$ cat config.mk
export PLATFORM = sky130hd
export DESIGN_NAME = urcs_top
export DESIGN_NICKNAME = d
export VERILOG_FILES = /design/src/verilog/urcs_top.v /design/src/verilog/urcs_err_latch.v
export VERILOG_INCLUDE_DIRS = /design/src /design/src/verilog
export SDC_FILE = /design/constraint.sdc
export NUM_CORES = 1
export LEC_CHECK = 0
export ABC_AREA = 0
export BUFFER_PORTS_ARGS = -buffer_cell sky130_fd_sc_hd__buf_2
export CELL_PAD_IN_SITES_DETAIL_PLACEMENT = 0
export CELL_PAD_IN_SITES_GLOBAL_PLACEMENT = 1
export CORE_MARGIN = 3
export CORE_UTILIZATION = 26
export DETAILED_ROUTE_END_ITERATION = 10
export GPL_ROUTABILITY_DRIVEN = 0
export GPL_TIMING_DRIVEN = 0
export PLACE_DENSITY_LB_ADDON = 0.1
export SLEW_MARGIN = 10
export SYNTH_ARGS = -nofsm -noshare
export SYNTH_HDL_FRONTEND = slang
export SYNTH_SLANG_ARGS = --single-unit
$ cat constraint.sdc
create_clock -name core_clk -period 2.35 [get_ports core_clk]
set_clock_uncertainty 0.2 [all_clocks]
set_input_delay 0.1175 -clock core_clk [delete_from_list [all_inputs] [get_ports core_clk]]
set_output_delay 0.1175 -clock core_clk [all_outputs]
set_load 0.1 [all_outputs]
$ cat src/verilog/urcs_defines.vh
`ifndef URCS_DEFINES_VH
`define URCS_DEFINES_VH

// Register byte offsets
`define URCS_OFF_CTRL 4'h0
`define URCS_OFF_STAT 4'h4
`define URCS_OFF_MASK 4'h8
`define URCS_OFF_CERR 4'hc

// Control register fields
`define URCS_CTRL_ARM 0
`define URCS_CTRL_SRQ_EN 1
`define URCS_CTRL_CLS 2
`define URCS_CTRL_RST 2'h0

// Interrupt status / mask fields
`define URCS_IRQ_UREQ 0
`define URCS_IRQ_CERR 1
`define URCS_MASK_RST 2'h0

// Command error codes
`define URCS_ERR_NONE 4'h0
`define URCS_ERR_MAX 4'hd

`endif

$ cat src/verilog/urcs_top.v
// Contract
// - Host command arms or disarms the manual service request feature.
// - While armed, show prompt label at the bottom soft key.
// - Bottom key press in root menu sets user request and event bit.
// - Event bit raises service request, local mode too, only if enabled.
// - Query of the feature returns its present armed state.
// - Clear-status command clears every status register incl. both here.
// - Command error read returns contents 0..13 and clears it.
// - Latest syntax error code overwrites the command error register.
// - Error codes 1-7 and 10-13 as assigned; zero and above 13 never stored.
//
// The register offsets and the Wishbone slave port were decided locally.
`default_nettype none
`include "urcs_defines.vh"

module urcs_top
(
  // Clock and reset
  input wire core_clk,
  input wire rst,
  // Wishbone slave
  input wire wb_cyc_i,
  input wire wb_stb_i,
  input wire wb_we_i,
  input wire [3:0] wb_adr_i,
  input wire [3:0] wb_sel_i,
  input wire [31:0] wb_dat_i,
  output reg [31:0] wb_dat_o,
  output reg wb_ack_o,
  // Front panel
  input wire soft_key_press,
  input wire root_menu_shown,
  output reg prompt_label_show,
  // Parser error report
  input wire parse_err_valid,
  input wire [3:0] parse_err_code,
  // Status outputs
  output reg user_request_event_bit,
  output reg service_request,
  output reg irq
);

  reg user_request_arm_short_reg;
  reg srq_enable_reg;
  reg user_request_register;
  reg [1:0] irq_stat_reg;
  reg [1:0] irq_mask_reg;
  reg key_d_reg;
  wire [3:0] command_error_register;
  wire req;
  wire wr;
  wire rd;
  wire key_rise;
  wire clear_all_status_cmd;
  wire cerr_rd;
  wire ureq_set;
  wire cerr_set;
  reg [31:0] rdata;

  // Register decode
  wire sel_ctrl;
  wire sel_stat;
  wire sel_mask;
  wire sel_cerr;
  wire wr_ctrl;
  wire wr_mask;
  wire rd_stat;

  // Status bit set and clear terms
  wire [1:0] stat_set;
  wire [1:0] stat_clr;
  wire [1:0] irq_stat_next;

  // Next values of the bus side
  reg ack_next;
  reg [31:0] dat_next;
  reg arm_next;
  reg srq_en_next;
  reg [1:0] mask_next;

  // Next values of the status side
  reg user_request_next;
  reg event_bit_next;

  // Next values of the outputs
  reg prompt_next;
  reg srq_next;
  reg irq_next;

  assign sel_ctrl = (wb_adr_i == `URCS_OFF_CTRL);
  assign sel_stat = (wb_adr_i == `URCS_OFF_STAT);
  assign sel_mask = (wb_adr_i == `URCS_OFF_MASK);
  assign sel_cerr = (wb_adr_i == `URCS_OFF_CERR);
  assign wr_ctrl = wr && sel_ctrl;
  assign wr_mask = wr && sel_mask;
  assign rd_stat = rd && sel_stat;

  assign stat_set = {cerr_set, ureq_set};
  // Reading status or clear-all drops every bit at once
  assign stat_clr = {2{rd_stat || clear_all_status_cmd}};

  // Accept only on a fresh request so each access acts exactly once
  assign req = wb_cyc_i && wb_stb_i && !wb_ack_o;
  assign wr = req && wb_we_i && wb_sel_i[0];
  assign rd = req && !wb_we_i;
  assign key_rise = soft_key_press && !key_d_reg;
  // Self-clearing strobe: writing the bit issues the command
  assign clear_all_status_cmd = wr && (wb_adr_i == `URCS_OFF_CTRL) &&
                                wb_dat_i[`URCS_CTRL_CLS];
  assign cerr_rd = rd && (wb_adr_i == `URCS_OFF_CERR);
  // Press counts only when armed and the root menu is up
  assign ureq_set = key_rise && root_menu_shown && user_request_arm_short_reg;
  assign cerr_set = parse_err_valid && (parse_err_code != `URCS_ERR_NONE) &&
                    (parse_err_code <= `URCS_ERR_MAX);

  urcs_err_latch u_err
  (
    .core_clk(core_clk),
    .rst(rst),
    .err_valid(parse_err_valid),
    .err_code(parse_err_code),
    .clear_rd(cerr_rd),
    .clear_cls(clear_all_status_cmd),
    .code_reg(command_error_register)
  );

  always @*
  begin
    rdata = 32'h0000_0000;
    case (wb_adr_i)
      `URCS_OFF_CTRL:
      begin
        rdata[`URCS_CTRL_ARM] = user_request_arm_short_reg;
        rdata[`URCS_CTRL_SRQ_EN] = srq_enable_reg;
      end
      `URCS_OFF_STAT:
        rdata[1:0] = irq_stat_reg;
      `URCS_OFF_MASK:
        rdata[1:0] = irq_mask_reg;
      `URCS_OFF_CERR:
        rdata[3:0] = command_error_register;
      default:
        rdata = 32'h0000_0000;
    endcase
  end

  // Bus side next values; read data is captured only on a read
  always @*
  begin
    ack_next = req;
    dat_next = wb_dat_o;
    arm_next = user_request_arm_short_reg;
    srq_en_next = srq_enable_reg;
    mask_next = irq_mask_reg;
    if (rd)
      dat_next = rdata;
    if (wr_ctrl)
    begin
      arm_next = wb_dat_i[`URCS_CTRL_ARM];
      srq_en_next = wb_dat_i[`URCS_CTRL_SRQ_EN];
    end
    if (wr_mask)
      mask_next = wb_dat_i[1:0];
  end

  always @(posedge core_clk)
  begin
    if (rst)
    begin
      wb_ack_o <= 1'b0;
      wb_dat_o <= 32'h0000_0000;
    end
    else
    begin
      wb_ack_o <= ack_next;
      wb_dat_o <= dat_next;
    end
  end

  // Mask survives clear-all; arm and enable load from the same CTRL write that carries it
  always @(posedge core_clk)
  begin
    if (rst)
    begin
      user_request_arm_short_reg <= 1'b0;
      srq_enable_reg <= 1'b0;
      irq_mask_reg <= `URCS_MASK_RST;
    end
    else
    begin
      user_request_arm_short_reg <= arm_next;
      srq_enable_reg <= srq_en_next;
      irq_mask_reg <= mask_next;
    end
  end

  // Key history for edge detection; idle level is low, so no false press
  always @(posedge core_clk)
  begin
    if (rst)
      key_d_reg <= 1'b0;
    else
      key_d_reg <= soft_key_press;
  end

  // Sticky status bits; set wins so an event in the clearing cycle is kept
  genvar i;
  generate
    for (i = 0; i < 2; i = i + 1)
    begin : g_stat
      assign irq_stat_next[i] = stat_set[i] || (irq_stat_reg[i] && !stat_clr[i]);
    end
  endgenerate

  // User request: clear first, then set, so a coincident press is never lost
  always @*
  begin
    user_request_next = user_request_register;
    event_bit_next = user_request_event_bit;
    if (clear_all_status_cmd)
    begin
      user_request_next = 1'b0;
      event_bit_next = 1'b0;
    end
    if (ureq_set)
    begin
      user_request_next = 1'b1;
      event_bit_next = 1'b1;
    end
  end

  always @(posedge core_clk)
  begin
    if (rst)
    begin
      user_request_register <= 1'b0;
      user_request_event_bit <= 1'b0;
    end
    else
    begin
      user_request_register <= user_request_next;
      user_request_event_bit <= event_bit_next;
    end
  end

  always @(posedge core_clk)
  begin
    if (rst)
      irq_stat_reg <= 2'h0;
    else
      irq_stat_reg <= irq_stat_next;
  end

  // Outputs registered; service request follows the event bit one cycle later
  always @*
  begin
    prompt_next = user_request_arm_short_reg;
    // Raised regardless of local or remote mode
    srq_next = user_request_event_bit && srq_enable_reg;
    irq_next = |(irq_stat_reg & irq_mask_reg);
  end

  always @(posedge core_clk)
  begin
    if (rst)
      prompt_label_show <= 1'b0;
    else
      prompt_label_show <= prompt_next;
  end

  always @(posedge core_clk)
  begin
    if (rst)
      service_request <= 1'b0;
    else
      service_request <= srq_next;
  end

  always @(posedge core_clk)
  begin
    if (rst)
      irq <= 1'b0;
    else
      irq <= irq_next;
  end

endmodule // urcs_top
`default_nettype wire

$ cat src/verilog/urcs_err_latch.v
`default_nettype none
`include "urcs_defines.vh"

module urcs_err_latch
(
  // Clock and reset
  input wire core_clk,
  input wire rst,
  // Parser report
  input wire err_valid,
  input wire [3:0] err_code,
  // Clearing
  input wire clear_rd,
  input wire clear_cls,
  // State
  output reg [3:0] code_reg
);

  wire code_ok;
  reg [3:0] code_next;

  // Codes outside the documented range are dropped, not stored
  assign code_ok = (err_code != `URCS_ERR_NONE) && (err_code <= `URCS_ERR_MAX);

  always @*
  begin
    code_next = code_reg;
    if (clear_rd || clear_cls)
      code_next = `URCS_ERR_NONE;
    // A new error in the clearing cycle survives the clear
    if (err_valid && code_ok)
      code_next = err_code;
  end

  always @(posedge core_clk)
  begin
    if (rst)
      code_reg <= `URCS_ERR_NONE;
    else
      code_reg <= code_next;
  end

endmodule // urcs_err_latch
`default_nettype wire

==> impl_metrics.json <==
{
  "routedWlPerCell_um": 10.3,
  "drive_above_1_share_pct": 39.1,
  "critPathBufInv": 2,
  "die_area_um2": 4900,
  "synth_top_family_by_area": "simple AND/OR/NAND/NOR gates",
  "yosysUniqueCellTypes": 31,
  "tightest_slew_ns": 0.539,
  "cts_max_path_buffers": 2,
  "drc": 0,
  "yosys-mux-area-fraction_pct": 7.99,
  "hold_class": "primary input to flop",
  "holdBufCountCts": 10,
  "setup_viol": 0,
  "utilization_pct": 40.3,
  "synthesis.area_um2": 1060,
  "synth_compound_area_share_pct": 11.0,
  "dp_hpwl_um": 1850,
  "cp.arrival_ns": 2.08,
  "use_met1_pct": 12.4,
  "setup_slack_ns": 0.281,
  "core-area_um2": 3800,
  "ys_ff_latch": 20,
  "regArea_um2": 400,
  "finalPower_mw": 1.00,
  "cp_max_fo": 4,
  "worstSkewPairLatency_ns": 0.26,
  "die_w_um": 70.0,
  "finalHoldViolCount": 0,
  "synthXorXnorAreaFrac_pct": 0,
  "cts_resized": 0,
  "numClockSinks": 20,
  "synthAdderAreaFrac_pct": 0,
  "crit_slowest_cell": "dlygate4sd3_1",
  "hold_start": "wb_dat_i[2]",
  "vdd_ir_drop_max_uv": 219,
  "multi_input_area_um2": 538,
  "first_pass_iters": 4,
  "critPathMaxStageDelay_ns": 0.52,
  "die_h_um": 70.0,
  "antenna_left": 0,
  "grt_pass1_wl_um": 3750,
  "vias": 881,
  "rsz0062_at_grt": "no",
  "via_per_inst": 3.97,
  "cts_setup_buffers": 0,
  "tns_ns": 0,
  "grt_pass1_vias": 819,
  "cts-root-buf": "clkbuf_8",
  "fillers": 403,
  "layout_common_cells": "28 x buf_4, 28 x conb_1, 27 x buf_2, 20 x dfxtp_1",
  "num_rows": 22,
  "power_density_nw_per_um2": 655,
  "fin_crit_ns": 2.07,
  "numCtsBuffers": 3,
  "path_cells": "dlygate4sd3_1 -> buf_2 -> or4_1 -> and3_4 -> a2111oi_4 -> a22o_1",
  "htreeDepth": 1,
  "totalWireLength_um": 2290,
  "crit_family": "simple AND/OR/NAND/NOR gates",
  "pre_cts_slack_ns": 0.551,
  "grt.overflow.total": 0,
  "maxCapViolCount": 0,
  "crit_start": "parse_err_code[3]",
  "period_share_pct": 88.1,
  "drv_slew": 0,
  "start_util_pct": 28.0,
  "drt_iter0_drc": 14,
  "syn-mean-instance-area_um2": 10.0,
  "area_delta_synth_final_pct": 43.9,
  "timing.fmax_mhz": 483,
  "cp.required_ns": 2.36,
  "r2r-start": "wb_ack_o$_SDFF_PP0_",
  "status": "finished clean",
  "critical_path_class": "primary input to flop",
  "antenna_found_initial": 0,
  "synthCells": 106,
  "clk_pin_slew_ns": 0.08,
  "cts_tree": "done",
  "ys_warn_count": 0,
  "gr-usage-met2_pct": 14.4,
  "leakage_nw": 0.732,
  "num_antenna_cells": 0,
  "grt_max_degree": 13,
  "start_kind": "primary input",
  "portBuffers": 27,
  "cp-end-kind": "flop",
  "track_usage_pct": 9.42,
  "grt_use_met3_pct": 2.30,
  "nets": 227,
  "io_pins": 89,
  "ys_seq_area_share_pct": 37.6,
  "synth_simple_gate_area_share_pct": 21.6,
  "top_usage_layer": "met2",
  "relSlewSlack_pct": 63.6
}
## Yosys cell counts
| library cell | n | share of area (%) |
|---|---|---|
| buf_4 | 28 | 20 |
| dfxtp_1 | 20 | 38 |
| nor2_1 | 10 | 3.5 |
| a22o_1 | 4 | 3.3 |
| mux2i_1 | 4 | 3.8 |
| nand2_1 | 4 | 1.4 |
| a21oi_1 | 3 | 1.4 |
| a22oi_1 | 3 | 2.1 |
| nand3_1 | 3 | 1.4 |
| a211o_1 | 2 | 1.6 |
| mux4_2 | 2 | 4.2 |
| nand3b_1 | 2 | 1.4 |
| nand4b_1 | 2 | 1.6 |
| nor2b_1 | 2 | 1.2 |
| a2111oi_4 | 1 | 2.6 |
| and3_4 | 1 | 1.1 |
| and3b_1 | 1 | 0.82 |
| and4_2 | 1 | 0.94 |
| and4bb_2 | 1 | 1.2 |
| buf_1 | 1 | 0.35 |
| clkdlybuf4s18_2 | 1 | 0.94 |
| conb_1 | 1 | 0.35 |
| inv_1 | 1 | 0.35 |
| nand2b_1 | 1 | 0.59 |
| nand4bb_1 | 1 | 1.1 |
| nor3b_1 | 1 | 0.71 |
| nor4_4 | 1 | 2.0 |
| nor4b_1 | 1 | 0.82 |
| or2_2 | 1 | 0.59 |
| or3_1 | 1 | 0.59 |
| or4_1 | 1 | 0.71 |
## worst reg2reg max path, cell delays in order, from the launching register on
cell and delay [ns]:
dfxtp_1 0.31, nand3b_1 0.27, nor4_4 0.49, a2111oi_4 0.16, a22o_1 0.26
## logic make-up after synthesis
kind of cell / after synthesis
AND/OR/NAND/NOR: 35
buffers and inverters: 31
flip-flops: 20
AO/OA/AOI/OAI: 13
multiplexers: 6
other: 1
## worst paths after layout
kind,to,slack [ns],cells past startpoint
max,u_err.code_reg[0]$_SDFFE_PP0P_,0.28,6
min,user_request_event_bit$_SDFFE_PP0P_,0.009,3
max reg2reg,u_err.code_reg[0]$_SDFFE_PP0P_,0.56,4
min reg2reg,wb_dat_o[1]$_SDFFE_PP0N_,0.26,2
## area by class of cell
cell class | count | area share [%]
Multi-Input combinational cell | 82 | 35.1
Sequential cell | 20 | 26.1
Timing Repair Buffer | 37 | 15.3
Buffer | 30 | 14.6
Tap cell | 48 | 3.92
Clock buffer | 3 | 2.69
Clock inverter | 1 | 1.96
Inverter | 1 | 0.245
## power by group
group / internal, mW / leakage (nW) / total (mW) / switching [mW]
combinational: 0.0727 / 0.534 / 0.312 / 0.239
clock: 0.227 / 0.0357 / 0.341 / 0.114
sequential: 0.346 / 0.163 / 0.351 / 0.00459
## layer usage
layer / share of wire [%] / vias up
met4: 1.4 / 0
met2: 43 / 39
met3: 8.6 / 4
met5: 0 / -
li1: - / 458
met1: 47 / 380
## through the flow
| step | hold slack, ns | instances | cell area, um^2 |
|---|---|---|---|
| global route | 0.0303 | 222 | 1530 |
| CTS | 0.0123 | 222 | 1530 |
| floorplan | 0.0432 | 133 | 1170 |
| finish | 0.00912 | 222 | 1530 |
| detailed placement | 0.155 | 208 | 1360 |
| global placement | 0.143 | 208 | 1360 |
Note: power is estimated with default switching activity, not from simulation.
